### src/core/gpi_pkg.sv
// ------------------------------------------------------------
// shared constants and carriers for the port interrupt block
// ------------------------------------------------------------
package gpi_pkg;

  // ------------------------------------------------------------
  // widths
  // ------------------------------------------------------------
  localparam int PIN_W = 8;  // pins per port
  localparam int DAT_W = 32; // bus data width
  localparam int ADR_W = 12; // decoded byte address bits
  localparam int SEL_W = 4;  // byte lanes

  // ------------------------------------------------------------
  // register byte offsets
  // ------------------------------------------------------------
  localparam logic [11:0] OFF_SENSE = 12'h404;    // sense select
  localparam logic [11:0] OFF_BOTH = 12'h408;     // both_edges_select
  localparam logic [11:0] OFF_POLARITY = 12'h40c; // event_polarity
  localparam logic [11:0] OFF_IRQ_EN = 12'h410;   // pin_irq_enable
  localparam logic [11:0] OFF_RAW = 12'h414;      // raw_irq_status
  localparam logic [11:0] OFF_MASKED = 12'h418;   // masked_irq_status
  localparam logic [11:0] OFF_CLEAR = 12'h41c;    // irq_clear
  localparam logic [11:0] OFF_ALT = 12'h420;      // alt_function_select

  // ------------------------------------------------------------
  // reset values
  // ------------------------------------------------------------
  localparam logic [7:0] RST_ZERO = 8'h00;    // all interrupt fields
  localparam logic [7:0] ALT_RST_PLAIN = 8'h00; // ordinary ports
  localparam logic [7:0] ALT_RST_PORT_B = 8'h80; // debug pin on bit 7
  localparam logic [7:0] ALT_RST_PORT_C = 8'h0f; // debug pins on 3:0

  // ------------------------------------------------------------
  // converter trigger source pin
  // ------------------------------------------------------------
  localparam int ADC_TRIG_PIN = 4;

  // ------------------------------------------------------------
  // carriers
  // ------------------------------------------------------------
  // wishbone request as seen by the slave
  typedef struct packed {
    logic [ADR_W-1:0] adr;
    logic [DAT_W-1:0] dat;
    logic [SEL_W-1:0] sel;
    logic we;
    logic cyc;
    logic stb;
  } gpi_wb_req_t;

  // one-cycle write strobe toward the register file
  typedef struct packed {
    logic valid;
    logic [ADR_W-1:0] adr;
    logic [DAT_W-1:0] dat;
    logic [SEL_W-1:0] sel;
  } gpi_wr_t;

  // synchronised pin view
  typedef struct packed {
    logic [PIN_W-1:0] level;
    logic [PIN_W-1:0] rise;
    logic [PIN_W-1:0] fall;
  } gpi_pins_t;

endpackage

### src/core/gpi_pin_sync.sv
`timescale 1ns/1ps
// ------------------------------------------------------------
// two-flop pin synchroniser with edge detection
// ------------------------------------------------------------
module gpi_pin_sync (
  // clock and reset
  input wire logic clk_i,
  input wire logic rst_i,
  // raw pad levels
  input wire logic [gpi_pkg::PIN_W-1:0] pin_i,
  // synchronised view
  output gpi_pkg::gpi_pins_t pins_o
);

  // all state of the synchroniser
  typedef struct packed {
    logic [gpi_pkg::PIN_W-1:0] s1;   // first flop, read by s2 only
    logic [gpi_pkg::PIN_W-1:0] s2;   // safe level
    logic [gpi_pkg::PIN_W-1:0] prev; // s2 one cycle back
    logic [2:0] primed;              // fill marker after reset
  } gpi_sync_t;

  gpi_sync_t st;
  gpi_sync_t next_st;

  // next state: shift pins through the chain
  always_comb begin
    next_st = st;
    next_st.s1 = pin_i;
    next_st.s2 = st.s1;
    next_st.prev = st.s2;
    next_st.primed = {st.primed[1:0], 1'b1};
  end

  // register the state
  always_ff @(posedge clk_i) begin
    if (rst_i) begin
      st <= '0;
    end else begin
      st <= next_st;
    end
  end

  // edges are suppressed until the chain holds real samples,
  // so a pin that is high at reset gives no false rise
  always_comb begin
    pins_o.level = st.s2;
    pins_o.rise = st.primed[2] ? (st.s2 & ~st.prev) : '0;
    pins_o.fall = st.primed[2] ? (~st.s2 & st.prev) : '0;
  end

endmodule

### src/core/gpi_wb_slave.sv
`timescale 1ns/1ps
// ------------------------------------------------------------
// classic wishbone slave: one wait state, registered answer
// ------------------------------------------------------------
module gpi_wb_slave (
  // clock and reset
  input wire logic clk_i,
  input wire logic rst_i,
  // bus request and answer
  input gpi_pkg::gpi_wb_req_t req_i,
  output logic ack_o,
  output logic [gpi_pkg::DAT_W-1:0] dat_o,
  // read value for the current address
  input wire logic [gpi_pkg::DAT_W-1:0] rd_data_i,
  // write strobe toward the registers
  output gpi_pkg::gpi_wr_t wr_o
);

  // all state of the slave
  typedef struct packed {
    logic ack;
    logic [gpi_pkg::DAT_W-1:0] dat;
  } gpi_slv_t;

  gpi_slv_t st;
  gpi_slv_t next_st;
  logic live;

  // ack rises one cycle after the request and drops right after
  always_comb begin
    live = req_i.cyc & req_i.stb;
    next_st = st;
    next_st.ack = live & ~st.ack;
    // read data is captured together with the ack
    if (live && !st.ack) begin
      next_st.dat = rd_data_i;
    end
  end

  // register the state
  always_ff @(posedge clk_i) begin
    if (rst_i) begin
      st <= '0;
    end else begin
      st <= next_st;
    end
  end

  // write lands on the edge where the master samples ack high
  always_comb begin
    wr_o.valid = live & req_i.we & st.ack;
    wr_o.adr = req_i.adr;
    wr_o.dat = req_i.dat;
    wr_o.sel = req_i.sel;
    ack_o = st.ack;
    dat_o = st.dat;
  end

endmodule

### src/core/gpi_port.sv
`timescale 1ns/1ps
// Summary of operation
// - edge sense, both-edges set: any transition triggers
// - both-edges clear: single edge chosen by polarity
// - polarity 1 rising/high, 0 falling/low
// - reset clears both-edges, polarity and enable
// - enabled pin drives own and combined interrupt
// - disabled pin raises nothing; raw still recorded
// - raw status shows met conditions, ignores enable
// - masked status is raw and enable
// - clear writes of one reset edge latch
// - unmasked pin four pulses converter trigger
// - alternate bit one selects hardware function
// - alternate field resets zero except debug pins
// - any reset restores alternate defaults
// - upper bits reserved; software keeps them
// - sense one level, zero edge; resets zero
module gpi_port #(
  // alternate function reset pattern for this port
  parameter logic [7:0] ALT_RESET = gpi_pkg::ALT_RST_PLAIN,
  // set on the port that feeds the converter trigger
  parameter logic ADC_TRIG_EN = 1'b0
) (
  // clock and reset
  input wire logic clk_i,
  input wire logic rst_i,
  // wishbone slave
  input wire logic [gpi_pkg::ADR_W-1:0] wb_adr_i,
  input wire logic [gpi_pkg::DAT_W-1:0] wb_dat_i,
  input wire logic [gpi_pkg::SEL_W-1:0] wb_sel_i,
  input wire logic wb_we_i,
  input wire logic wb_cyc_i,
  input wire logic wb_stb_i,
  output logic [gpi_pkg::DAT_W-1:0] wb_dat_o,
  output logic wb_ack_o,
  // pads
  input wire logic [gpi_pkg::PIN_W-1:0] pin_i,
  output logic [gpi_pkg::PIN_W-1:0] pad_do_o,
  output logic [gpi_pkg::PIN_W-1:0] pad_oe_o,
  // software and peripheral drive sources
  input wire logic [gpi_pkg::PIN_W-1:0] sw_do_i,
  input wire logic [gpi_pkg::PIN_W-1:0] sw_oe_i,
  input wire logic [gpi_pkg::PIN_W-1:0] periph_do_i,
  input wire logic [gpi_pkg::PIN_W-1:0] periph_oe_i,
  // mode and interrupts
  output logic [gpi_pkg::PIN_W-1:0] alt_function_bits_o,
  output logic [gpi_pkg::PIN_W-1:0] pin_irq_o,
  output logic port_combined_irq_o,
  output logic adc_trig_o
);

  // ------------------------------------------------------------
  // state
  // ------------------------------------------------------------
  // every flop of the port outside u_sync and u_wb lives in this struct
  typedef struct packed {
    logic [gpi_pkg::PIN_W-1:0] sense_select_bits;   // 1 level, 0 edge
    logic [gpi_pkg::PIN_W-1:0] both_edges_bits;     // any edge
    logic [gpi_pkg::PIN_W-1:0] event_polarity_bits; // 1 rise/high
    logic [gpi_pkg::PIN_W-1:0] pin_irq_enable_bits; // mask enable
    logic [gpi_pkg::PIN_W-1:0] alt_function_bits;   // 1 hardware
    logic [gpi_pkg::PIN_W-1:0] edge_latch;          // sticky edges
    logic [gpi_pkg::PIN_W-1:0] raw_status_bits;     // before mask
    logic [gpi_pkg::PIN_W-1:0] masked_status_bits;  // after mask
    logic combined_irq;                             // or of masked
    logic adc_trig;                                 // one-cycle pulse
    logic [gpi_pkg::PIN_W-1:0] pad_do;              // muxed drive
    logic [gpi_pkg::PIN_W-1:0] pad_oe;              // muxed enable
  } gpi_core_t;

  gpi_core_t st;
  gpi_core_t next_st;

  // ------------------------------------------------------------
  // helpers
  // ------------------------------------------------------------
  // word address match, byte offset bits ignored
  function automatic logic hit(input logic [gpi_pkg::ADR_W-1:0] adr,
                               input logic [11:0] off);
    hit = (adr[gpi_pkg::ADR_W-1:2] == off[gpi_pkg::ADR_W-1:2]);
  endfunction

  // narrow pin field placed in the low byte, upper bits zero
  function automatic logic [gpi_pkg::DAT_W-1:0] word(
      input logic [gpi_pkg::PIN_W-1:0] v);
    word = {{(gpi_pkg::DAT_W - gpi_pkg::PIN_W){1'b0}}, v};
  endfunction

  // ------------------------------------------------------------
  // submodules
  // ------------------------------------------------------------
  gpi_pkg::gpi_pins_t pins;     // synchronised pad view
  gpi_pkg::gpi_wb_req_t wb_req; // bundled bus request
  gpi_pkg::gpi_wr_t wr;         // write strobe
  logic [gpi_pkg::DAT_W-1:0] rd_data; // read mux result

  // pads come from outside, so they pass two flops first
  gpi_pin_sync u_sync (
    .clk_i (clk_i),
    .rst_i (rst_i),
    .pin_i (pin_i),
    .pins_o (pins)
  );

  // bundle the bus signals for the slave
  always_comb begin
    wb_req.adr = wb_adr_i;
    wb_req.dat = wb_dat_i;
    wb_req.sel = wb_sel_i;
    wb_req.we = wb_we_i;
    wb_req.cyc = wb_cyc_i;
    wb_req.stb = wb_stb_i;
  end

  gpi_wb_slave u_wb (
    .clk_i (clk_i),
    .rst_i (rst_i),
    .req_i (wb_req),
    .ack_o (wb_ack_o),
    .dat_o (wb_dat_o),
    .rd_data_i (rd_data),
    .wr_o (wr)
  );

  // ------------------------------------------------------------
  // read mux
  // ------------------------------------------------------------
  // reserved bits 31:8 read zero; unmapped words read zero
  always_comb begin
    rd_data = '0;
    if (hit(wb_adr_i, gpi_pkg::OFF_SENSE)) begin
      rd_data = word(st.sense_select_bits);
    end else if (hit(wb_adr_i, gpi_pkg::OFF_BOTH)) begin
      rd_data = word(st.both_edges_bits);
    end else if (hit(wb_adr_i, gpi_pkg::OFF_POLARITY)) begin
      rd_data = word(st.event_polarity_bits);
    end else if (hit(wb_adr_i, gpi_pkg::OFF_IRQ_EN)) begin
      rd_data = word(st.pin_irq_enable_bits);
    end else if (hit(wb_adr_i, gpi_pkg::OFF_RAW)) begin
      rd_data = word(st.raw_status_bits);
    end else if (hit(wb_adr_i, gpi_pkg::OFF_MASKED)) begin
      // computed from the stored fields so it always agrees
      rd_data = word(st.raw_status_bits & st.pin_irq_enable_bits);
    end else if (hit(wb_adr_i, gpi_pkg::OFF_ALT)) begin
      rd_data = word(st.alt_function_bits);
    end
    // clear register is write-only and reads zero
  end

  // ------------------------------------------------------------
  // detection and register update
  // ------------------------------------------------------------
  logic wr_lane0;                         // low byte written
  logic [gpi_pkg::PIN_W-1:0] level_hit;   // qualifying level
  logic [gpi_pkg::PIN_W-1:0] edge_hit;    // qualifying edge
  logic [gpi_pkg::PIN_W-1:0] edge_evt;    // edge on edge pin
  logic [gpi_pkg::PIN_W-1:0] clear_bits;  // write-one clears
  logic [gpi_pkg::PIN_W-1:0] level_new;   // level raw just rose
  logic trig_src;                         // trigger pin event

  always_comb begin
    next_st = st;
    wr_lane0 = wr.valid & wr.sel[0];
    clear_bits = '0;

    // software writes only the low byte; upper bits are dropped
    if (wr_lane0) begin
      if (hit(wr.adr, gpi_pkg::OFF_SENSE)) begin
        next_st.sense_select_bits = wr.dat[gpi_pkg::PIN_W-1:0];
      end
      if (hit(wr.adr, gpi_pkg::OFF_BOTH)) begin
        next_st.both_edges_bits = wr.dat[gpi_pkg::PIN_W-1:0];
      end
      if (hit(wr.adr, gpi_pkg::OFF_POLARITY)) begin
        next_st.event_polarity_bits = wr.dat[gpi_pkg::PIN_W-1:0];
      end
      if (hit(wr.adr, gpi_pkg::OFF_IRQ_EN)) begin
        next_st.pin_irq_enable_bits = wr.dat[gpi_pkg::PIN_W-1:0];
      end
      if (hit(wr.adr, gpi_pkg::OFF_CLEAR)) begin
        clear_bits = wr.dat[gpi_pkg::PIN_W-1:0];
      end
      if (hit(wr.adr, gpi_pkg::OFF_ALT)) begin
        next_st.alt_function_bits = wr.dat[gpi_pkg::PIN_W-1:0];
      end
    end

    // polarity picks high or low level
    level_hit = ~(pins.level ^ st.event_polarity_bits);

    // both-edges overrides polarity for edge pins
    edge_hit = (st.both_edges_bits & (pins.rise | pins.fall)) |
               (~st.both_edges_bits &
                ((st.event_polarity_bits & pins.rise) |
                 (~st.event_polarity_bits & pins.fall)));

    // only edge-sensed pins feed the latch
    edge_evt = edge_hit & ~st.sense_select_bits;

    // a new edge in the clearing cycle wins, so no event is lost;
    // level pins keep the latch empty so no stale edge shows
    next_st.edge_latch = ((st.edge_latch & ~clear_bits) | edge_evt) &
                         ~st.sense_select_bits;

    // raw follows the level or holds the latched edge
    next_st.raw_status_bits = (st.sense_select_bits & level_hit) |
                              (~st.sense_select_bits & next_st.edge_latch);

    // mask gates outputs but never the raw record
    next_st.masked_status_bits = next_st.raw_status_bits &
                                 next_st.pin_irq_enable_bits;
    next_st.combined_irq = |next_st.masked_status_bits;

    // converter trigger: fresh event on the unmasked trigger pin;
    // a held level only pulses once, when it first qualifies
    level_new = st.sense_select_bits & level_hit & ~st.raw_status_bits;
    trig_src = edge_evt[gpi_pkg::ADC_TRIG_PIN] |
               level_new[gpi_pkg::ADC_TRIG_PIN];
    next_st.adc_trig = ADC_TRIG_EN & trig_src &
                       next_st.pin_irq_enable_bits[gpi_pkg::ADC_TRIG_PIN];

    // pin ownership: hardware function or software registers
    next_st.pad_do = (next_st.alt_function_bits & periph_do_i) |
                     (~next_st.alt_function_bits & sw_do_i);
    next_st.pad_oe = (next_st.alt_function_bits & periph_oe_i) |
                     (~next_st.alt_function_bits & sw_oe_i);
  end

  // ------------------------------------------------------------
  // state register
  // ------------------------------------------------------------
  // rst_i covers power-on and external reset alike
  always_ff @(posedge clk_i) begin
    if (rst_i) begin
      st <= '0;
      st.sense_select_bits <= gpi_pkg::RST_ZERO;
      st.both_edges_bits <= gpi_pkg::RST_ZERO;
      st.event_polarity_bits <= gpi_pkg::RST_ZERO;
      st.pin_irq_enable_bits <= gpi_pkg::RST_ZERO;
      st.alt_function_bits <= ALT_RESET;
    end else begin
      st <= next_st;
    end
  end

  // ------------------------------------------------------------
  // outputs, all straight from flops
  // ------------------------------------------------------------
  always_comb begin
    pad_do_o = st.pad_do;
    pad_oe_o = st.pad_oe;
    alt_function_bits_o = st.alt_function_bits;
    pin_irq_o = st.masked_status_bits;
    port_combined_irq_o = st.combined_irq;
    adc_trig_o = st.adc_trig;
  end

endmodule

### config.mk
export PLATFORM = sky130hd
export DESIGN_NAME = gpi_port
export DESIGN_NICKNAME = d
export VERILOG_FILES = /design/src/core/gpi_pkg.sv /design/src/core/gpi_pin_sync.sv /design/src/core/gpi_wb_slave.sv /design/src/core/gpi_port.sv
export SDC_FILE = /design/constraint.sdc
export NUM_CORES = 1
export LEC_CHECK = 0
export ABC_AREA = 1
export BUFFER_PORTS_ARGS = -buffer_cell sky130_fd_sc_hd__buf_4
export CORE_MARGIN = 3
export CORE_UTILIZATION = 25
export CTS_BUF_LIST = sky130_fd_sc_hd__clkbuf_2 sky130_fd_sc_hd__clkbuf_4 sky130_fd_sc_hd__clkbuf_8
export DETAILED_ROUTE_END_ITERATION = 8
export GPL_TIMING_DRIVEN = 1
export SETUP_SLACK_MARGIN = 0.2
export SLEW_MARGIN = 10
export SYNTH_ARGS = -nofsm -noshare
export SYNTH_HDL_FRONTEND = slang
export SYNTH_HIERARCHICAL = 1
export SYNTH_SLANG_ARGS = --single-unit
### constraint.sdc
create_clock -name clk_i -period 1.58 [get_ports clk_i]
set_clock_uncertainty 0.15 [all_clocks]
set_input_delay 0.237 -clock clk_i [delete_from_list [all_inputs] [get_ports clk_i]]
set_output_delay 0.237 -clock clk_i [all_outputs]
set_load 0.01 [all_outputs]
# After elaboration in Yosys (flattened, before gate mapping)
# Cells that the tools add are included.
[totals]
input_bits = 93
output_inout_bits = 67
elab_cells = 86
regBits = 141
[classes]
n_mux = 15
n_reduce_logical = 6
n_eq_ne = 8
n_bitwise = 39
[op_table]
columns = ["cell", "count"]
rows = [
  ["$and 8x8->8", 17],
  ["$mux 8", 13],
  ["$eq 10x9->1 const B", 8],
  ["$not 8->8", 8],
  ["$or 8x8->8", 7],
  ["$mux 16", 1],
  ["$reduce_or 8->1", 1],
  ["$xor 8x8->8", 1],
  ["$reduce_and 2->1", 3],
  ["$and 1x1->1", 5],
  ["$logic_and 1x1->1", 1],
  ["$logic_not 1->1", 1],
  ["$mux 1", 1],
  ["$not 1->1", 1],
]

# Depth between registers and ports, before layout
# Gate-level depths: netlist of the first run.
[depth]
depth_word = 14
depth_mapped = 15
depth_no_buf = 15

# Hierarchy
# The synthesis of the first run kept the hierarchy.
[modules_own_cells]
columns = ["module", "instances", "cells_per_inst", "seq_area_each_um2", "area_per_inst_um2"]
rows = [
  ["gpi_port", 1, 557, 1621.6, 4136.5],
  ["gpi_wb_slave", 1, 257, 660.6, 1724.2],
  ["gpi_pin_sync", 1, 125, 540.5, 1007.2],
]

# Worst setup path before layout of the first run
# Ideal clock, no wire load.
[synth_timing]
path_type = "reg2reg"
startpoint = "register u_wb.st, in the netlist u_wb/ack_o"
endpoint = "register st, in the netlist port_combined_irq_o"
path_stages_with_launch = 12
setup_ns = 0.132
path_buffers = 1
required_ns = 1.298
slack_ns = -0.254
t_arrival_ns = 1.552
period_less_slack_ns = 1.834
cell_sequence = "dfxtp_1 > inv_1 > nor2_1 > nand2_2 > inv_1 > nand4_4 > buf_6 > o21a_1 > nand2_1 > nand2_1 > nor2_1 > a21oi_1"
[synth_lines]
columns = ["element", "line", "source"]
rows = [
  ["start, declared", "gpi_wb_slave.sv:25", "gpi_slv_t st;"],
  ["start signal, assigned", "gpi_wb_slave.sv:45", "st <= next_st;"],
  ["end signal, assigned", "gpi_port.sv:242", "st <= next_st;"],
  ["end, declared", "gpi_port.sv:71", "gpi_core_t st;"],
]

==> results.cfg, run 1 <==
[grt]
grt_pass1_vias = 5997
track_usage = 0.131
gr-total-overflow = 0
antenna_found_initial = 0
grt_max_degree = 41
grt_pass1_wl_mm = 30.2

[floorplanning]
num_io_pins = 160
placementRows = 59
start_util = 0.254
die_y_um = 169
coreArea_um2 = 26100
die_x_um = 169
die_area_um2 = 28600

[timing]
fin_crit_ns = 1.82
finalMaxSlewViolations = 0
max_freq_mhz = 551
hold_violations = 0
rsz0062_at_grt = yes
setup_ws_ns = -0.236
period_share = 1.15
finalSetupViolations = 60
fin_tns_setup_ns = -5.43

[final_layout]
n_antenna_cell = 0
drive_gt1_frac = 0.362
nNetsFinal = 1232
finalNonFillerCells = 1487
regArea_um2 = 2870
finalInstanceArea_um2 = 9970
multiInputGateArea_um2 = 3210
area.growth.synth_to_final_pct = 49.9
n_fill_cell = 2699

[route]
dr.pass1.iters = 5
routed_wirelength_mm = 19.4
avgRoutedWirePerCell_um = 13.0
antenna_left = 0
vias_per_cell = 4.15
vias = 6167
drc_errors = 0
drt_iter0_drc = 290

[worst_setup_path]
path_cells = inv_2 > nor2_4 > nand2_4 > buf_4 > buf_4 > nor4_4 > buf_4 > clkbuf_16 > buf_4 > a21oi_2
r2r_cells = 10
end_kind = flop
cp.required_ns = 1.79
r2r_slack_ns = -0.24
rr_startpoint = u_wb/ack_o
worstPathArrival_ns = 2.03
crit_type = flop to flop
cp_slowest_cell = dfxtp_2
regToRegEndpoint = st[69]
cpMostUsedCell = buf_4
max_stage_delay_ns = 0.35
cp_max_fo = 8
start_kind = flop

[placed_design]
dp_hpwl_mm = 12.9
post-place-cells = 1379
place_area_um2 = 8260
gp_congestion = 0.817
dp_slack_ns = -0.372
io_buffers = 129

[min_path]
min-delay-start = rst_i
whs_path_depth = 3
min_to = u_sync/next_st[1]
worstHoldPathType = primary input to flop

[logic_synthesis]
synthesis.area_um2 = 6650
yosysWarningCount = 6
syn-mean-instance-area_um2 = 7.31
synthCells = 910

[cts]
tritoncts = yes
clock_latency_ns = 0.47
cts_buffers = 17
cts_sinks = 141
clock-root-buffer = clkbuf_8
h-tree-depth = 4
cts_buffer_depth = 2
clk_pin_slew_ns = 0.10

[power_and_ir_drop]
powerDensity_nw_per_um2 = 788
ir_worst_vdd_mv = 0.510
leakagePower_nw = 4.60
p_total_w = 0.00785

[run]
drv_cap = 0

[outcome]
violations = setup timing
status = finished with violations
==> what timing repair did <==
action                                  in CTS  in global routing
endpoints found under the setup margin     100                118
buffers inserted                             6                 13
hold buffers                                48                  0
pin swaps                                   11                 36
gates cloned                                 3                  6
gates resized for setup                     45                120
hold endpoints to repair                    37                  0
==> sequential cells by signal (all words and copies together) (netlist names) <==
register / cells
st: 48
u_wb/dat_o: 32
u_sync/next_st: 10
u_sync/st: 9
alt_function_bits_o: 8
pad_do_o: 8
pad_oe_o: 8
pin_irq_o: 8
u_sync/pins_o: 8
port_combined_irq_o: 1
u_wb/ack_o: 1
==> stage by stage <==
step	hold slack [ns]	utilization
4_1_cts	0.0456	0.360
3_5_place_dp	0.243	0.316
5_1_grt	0.0519	0.382
6_report	0.0721	0.382
2_1_floorplan	0.152	-
3_3_place_gp	0.239	0.316
==> routing by layer <==
layer  track usage  part of all wire  wire length, µm
met1         0.169              0.47             9020
met2         0.223              0.48             9280
met3        0.0248             0.045              863
met4        0.0405             0.011              207
met5             0                 0                0
==> placed cells by master (no fill, tap or decap), types with 3 or more instances in the layout <==
master,n
o21ai_0,13
a21oi_1,36
dlygate4sd3_1,48
nand4_1,7
nand2_2,27
nor2_4,10
buf_12,9
dfxtp_1,118
nand2_4,4
conb_1,25
nor2_1,114
o21ai_2,5
inv_1,128
clkbuf_16,5
xnor2_1,8
nand2_1,162
dfxtp_2,16
nor3_4,4
nand4_4,3
nand3_4,3
o211a_1,6
inv_2,6
nor4_4,3
dfxtp_4,7
a21oi_2,21
o21a_1,15
nor2_2,33
clkbuf_8,17
buf_4,181
inv_8,6
o211ai_1,9
nand3_1,13
buf_6,26
inv_6,6
mux2i_4,6
o21ai_1,30
nand3_2,4
==> report_power, final <==
| part | internal (W) | switching [W] |
|---|---|---|
| sequential | 0.00365 | 0.0000568 |
| clock | 0.00149 | 0.00167 |
| combinational | 0.000495 | 0.000487 |
| total | 0.00564 | 0.00221 |
==> worst max-delay path: cells and delay by family (launching register included) <==
family,cells,cell delay (ns)
AO/OA/AOI/OAI,1,0.04
AND/OR/NAND/NOR,3,0.40
buffers and inverters,6,0.79
flip-flops,1,0.35
==> worst max-delay path by stage <==
stage,cells past startpoint,startpoint,slack (ns),end
2_1_floorplan,8,u_wb/ack_o,-0.19,pad_do_o[0]
3_3_place_gp,15,wb_cyc_i,-0.34,port_combined_irq_o
3_5_place_dp,15,wb_we_i,-0.37,port_combined_irq_o
4_1_cts,14,u_wb/ack_o,-0.23,port_combined_irq_o
5_1_grt,14,u_wb/ack_o,-0.39,port_combined_irq_o
6_report,10,u_wb/ack_o,-0.24,st[69]
==> cell type report <==
type                    count  area share
clock buffers              17      0.0235
well taps                 335      0.0420
multi-input cells         568       0.322
inverters                 138      0.0533
clock inverters            15      0.0188
repair buffers            273       0.253
flip-flops and latches    141       0.288
No activity file was read; power rests on OpenSTA's default activity.
==> run 2, diff against run 1 <==
Settings changed: CORE_UTILIZATION 25 to 50, PLACE_DENSITY from default to 0.78.
==> results.cfg, run 2 (synthesized netlist as in run 1, its figures left out) <==
[final_layout]
nNetsFinal = 1231
final_common_cell = buf_4
n_antenna_cell = 0
finalInstanceArea_um2 = 9570
area.growth.synth_to_final_pct = 43.9
drive_gt1_frac = 0.333
final_cell_mix = buf_4 (196), nand2_1 (168), nor2_1 (135)
largest_register_ffs = 48
fin_util = 0.746
top_register = st
n_fill_cell = 854

[grt]
grt_pass1_vias = 5825
grt_max_degree = 46
grt_pass1_wl_mm = 27.9
track_usage = 0.238
antenna_found_initial = 0
gr-total-overflow = 0

[worst_setup_path]
cp.required_ns = 1.80
cp_max_fo = 5
crit_type = flop to flop
start_kind = flop
worstPathArrival_ns = 2.02
end_kind = flop

[cts]
clk_pin_slew_ns = 0.07
tritoncts = yes
cts_sinks = 141
clock_latency_ns = 0.44
clock-root-buffer = clkbuf_8
cts_buffers = 17
cts_buffer_depth = 2
h-tree-depth = 4

[route]
drc_errors = 0
drt_iter0_drc = 398
vias = 6258
dr.pass1.iters = 5
antenna_left = 0
vias_per_cell = 4.73
avgRoutedWirePerCell_um = 14.0
routed_wirelength_mm = 18.5

[timing]
period_share = 1.14
finalMaxSlewViolations = 0
fin_crit_ns = 1.81
hold_violations = 0
fin_tns_setup_ns = -5.54
rsz0062_at_grt = yes
finalSetupViolations = 55
setup_ws_ns = -0.227
max_freq_mhz = 553

[floorplanning]
coreArea_um2 = 12800
die_y_um = 121
num_io_pins = 160
die_area_um2 = 14700
placementRows = 41
die_x_um = 121
start_util = 0.519

[placed_design]
dp_hpwl_mm = 11.4
dp_slack_ns = -0.298
place_area_um2 = 8090
gp_congestion = 0.857
io_buffers = 129

[outcome]
violations = setup timing
status = finished with violations

[power_and_ir_drop]
ir_worst_vdd_mv = 0.695
leakagePower_nw = 4.57
powerDensity_nw_per_um2 = 825
p_total_w = 0.00790

[run]
drv_cap = 0

[min_path]
worstHoldPathType = primary input to flop
[run 2: changes by cell type in the layout (fill, tap and decap cells not counted), moves of 9 or more]
cell     change
dfxtp_1     +15
nor2_2      -22
nor2_1      +21
o21ai_1      -9
buf_4       +15
dfxtp_2     -10
[run 2: layout make-up]
| type | instances | area [µm²] | share of cell area |
|---|---|---|---|
| well taps | 172 | 215 | 0.0225 |
| multi-input cells | 568 | 3180 | 0.332 |
| inverters | 138 | 523 | 0.0547 |
| flip-flops and latches | 141 | 2840 | 0.297 |
| clock buffers | 24 | 305 | 0.0319 |
| clock inverters | 7 | 135 | 0.0141 |
| repair buffers | 272 | 2370 | 0.248 |
[run 2: timing repair]
item                                    in CTS  in global routing
hold buffers                                47                  0
gates cloned                                 1                  3
hold endpoints to repair                    35                  0
setup buffers                                6                 12
pin swaps                                   10                 40
endpoints found under the setup margin      92                110
resized for setup                           32                 77
[run 2: metal layers]
layer,vias to the layer above,track usage,wire length (µm)
met3,44,0.0485,1260
met2,255,0.404,9040
li1,3176,-,-
met4,0,0.102,563
met1,2783,0.292,7680
met5,-,0,0
[run 2: critical path, cell delays in order (launching register included)]
cell       delay [ns]
dfxtp_2          0.34
inv_2            0.05
nor2_4           0.09
nand2_4          0.11
nor3_4           0.16
nand3_4          0.12
clkbuf_16        0.19
mux2i_4          0.27
o21ai_1          0.11
a21oi_1          0.14
[run 2: report_power, final]
part,switching (W),internal (W)
clock network,0.00134,0.00190
logic,0.000473,0.000463
registers,0.0000550,0.00366
total,0.00187,0.00602
[run 2: path summary, 6_finish.rpt]
check                    to  slack, ns  cells past startpoint               from
min          u_wb/dat_o[22]       0.04                      4              rst_i
max             pad_oe_o[5]      -0.23                      9         u_wb/ack_o
max reg2reg     pad_oe_o[5]      -0.23                      9         u_wb/ack_o
min reg2reg    u_sync/st[2]       0.25                      2  u_sync/next_st[2]
[run 2: stage by stage]
stage / instances / hold slack [ns]
2_1_floorplan: 934 / 0.152
5_1_grt: 1322 / 0.0365
3_3_place_gp: 1222 / 0.239
6_report: 1322 / 0.0380
3_5_place_dp: 1222 / 0.243
4_1_cts: 1307 / 0.00451
==> run 3, diff against run 2 <==
Settings changed: CORE_ASPECT_RATIO from default to 1.2, RECOVER_POWER from default to 100.
==> results.cfg, run 3 (synthesized netlist as in run 1, its figures left out) <==
[timing]
max_freq_mhz = 507
period_share = 1.25
rsz0062_at_grt = yes
finalMaxSlewViolations = 0
fin_crit_ns = 1.97
setup_ws_ns = -0.392
finalSetupViolations = 79
hold_violations = 0
fin_tns_setup_ns = -13.76

[cts]
clock-root-buffer = clkbuf_8
tritoncts = yes
cts_sinks = 141
h-tree-depth = 4
clock_latency_ns = 0.45
cts_buffers = 17
cts_buffer_depth = 2
clk_pin_slew_ns = 0.09

[route]
antenna_left = 0
drc_errors = 0
vias_per_cell = 4.96
vias = 6590
avgRoutedWirePerCell_um = 15.3
dr.pass1.iters = 5
routed_wirelength_mm = 20.4
drt_iter0_drc = 585

[grt]
grt_pass1_vias = 6014
grt_max_degree = 59
gr-total-overflow = 0
track_usage = 0.244
antenna_found_initial = 0
grt_pass1_wl_mm = 29.1

[floorplanning]
start_util = 0.518
coreArea_um2 = 12800
die_area_um2 = 14700
placementRows = 45
num_io_pins = 160
die_y_um = 132
die_x_um = 111

[power_and_ir_drop]
switching_share = 0.258
ir_worst_vdd_mv = 0.666
leakagePower_nw = 4.47
p_switching_w = 0.00200
share_comb_of_total_power = 0.125
p_clk_frac = 0.396
powerDensity_nw_per_um2 = 806
seqPwrFrac = 0.479
p_int_w = 0.00575

[worst_setup_path]
rr_startpoint = u_wb/ack_o
end_kind = flop
start_kind = flop
max_stage_delay_ns = 0.36
crit_type = flop to flop
crit_start = u_wb/ack_o
worstPathArrival_ns = 2.15
r2r_cells = 11
cp_slowest_cell = dfxtp_2
path_cells = inv_2 > nor2_4 > nand2_4 > buf_12 > inv_6 > nand4_4 > o21a_1 > nand2_2 > nand2_1 > nor2_1 > a21oi_1
cp.required_ns = 1.76
cp_max_fo = 8

[final_layout]
n_antenna_cell = 0
finalNonFillerCells = 1329
finalInstanceArea_um2 = 9610
nNetsFinal = 1245
largest_register_ffs = 48
top_register = st
final_cell_mix = nand2_1 (155), buf_4 (148), dfxtp_1 (132)
area.growth.synth_to_final_pct = 44.5
drive_gt1_frac = 0.307
final_common_cell = nand2_1
fin_util = 0.749

[placed_design]
gp_congestion = 0.814
dp_hpwl_mm = 11.1
place_area_um2 = 8060
io_buffers = 129
dp_slack_ns = -0.395
post-place-cells = 1208

[min_path]
whs_path_depth = 3
min-delay-start = wb_dat_i[3]
worstHoldPathType = primary input to flop

[outcome]
status = finished with violations
violations = setup timing

[run]
drv_cap = 0
==> run 3: changes by cell type in the layout (fill, tap and decap cells not counted), moves of 5 or more <==
cell / delta
o21ai_0: +5
nand2_1: -13
o21ai_2: -5
buf_4: -48
clkbuf_1: +47
nor2_2: +5
buf_12: +5
nand2_2: +14
==> run 3: layout make-up <==
type | count | area (µm²)
fillers | 896 | 3230
multi-input cells | 569 | 3180
flip-flops and latches | 141 | 2840
repair buffers | 285 | 2450
inverters | 138 | 526
clock buffers | 19 | 255
well taps | 164 | 205
clock inverters | 13 | 164
==> run 3: per-stage QoR <==
step	hold slack, ns	power, W
after floorplan	0.152	0.00425
after global placement	0.242	0.00453
after detailed placement	0.246	0.00454
after CTS	0.0115	0.00770
after global routing	0.0400	0.00803
final	0.0572	0.00775
==> run 3: metal layers <==
layer,part of all wire,track usage
met5,0,0
met4,0.046,0.124
met3,0.062,0.0546
met2,0.50,0.429
met1,0.39,0.275
==> run 3: final timing paths <==
kind | endpoint | slack, ns
setup reg to reg | port_combined_irq_o | -0.39
setup / recovery | port_combined_irq_o | -0.39
hold reg to reg | u_sync/pins_o[22] | 0.25
hold / removal | st[77] | 0.06
==> run 3: power groups by stage <==
stage	Sequential, W	Clock [W]	Combinational [W]
5_1_grt	0.00373	0.00326	0.00104
3_5_place_dp	0.00380	0	0.000745
4_1_cts	0.00372	0.00310	0.000888
2_1_floorplan	0.00381	0	0.000440
3_3_place_gp	0.00379	0	0.000732
6_report	0.00372	0.00307	0.000966
==> run 3: critical path, delay by kind of cell (launching register included) <==
kind | cells | cell delay, ns
buffers and inverters | 3 | 0.28
DFF | 1 | 0.36
AOI/OAI and AO/OA | 2 | 0.36
and+or+nand+nor | 6 | 0.69
==> run 3: repair_timing <==
item	in CTS	in global routing
gates resized for setup	41	82
buffers inserted	7	23
hold buffers	49	0
endpoints found under the hold margin	47	0
gates cloned	3	7
pin swaps	15	45
endpoints found under the setup margin	91	117
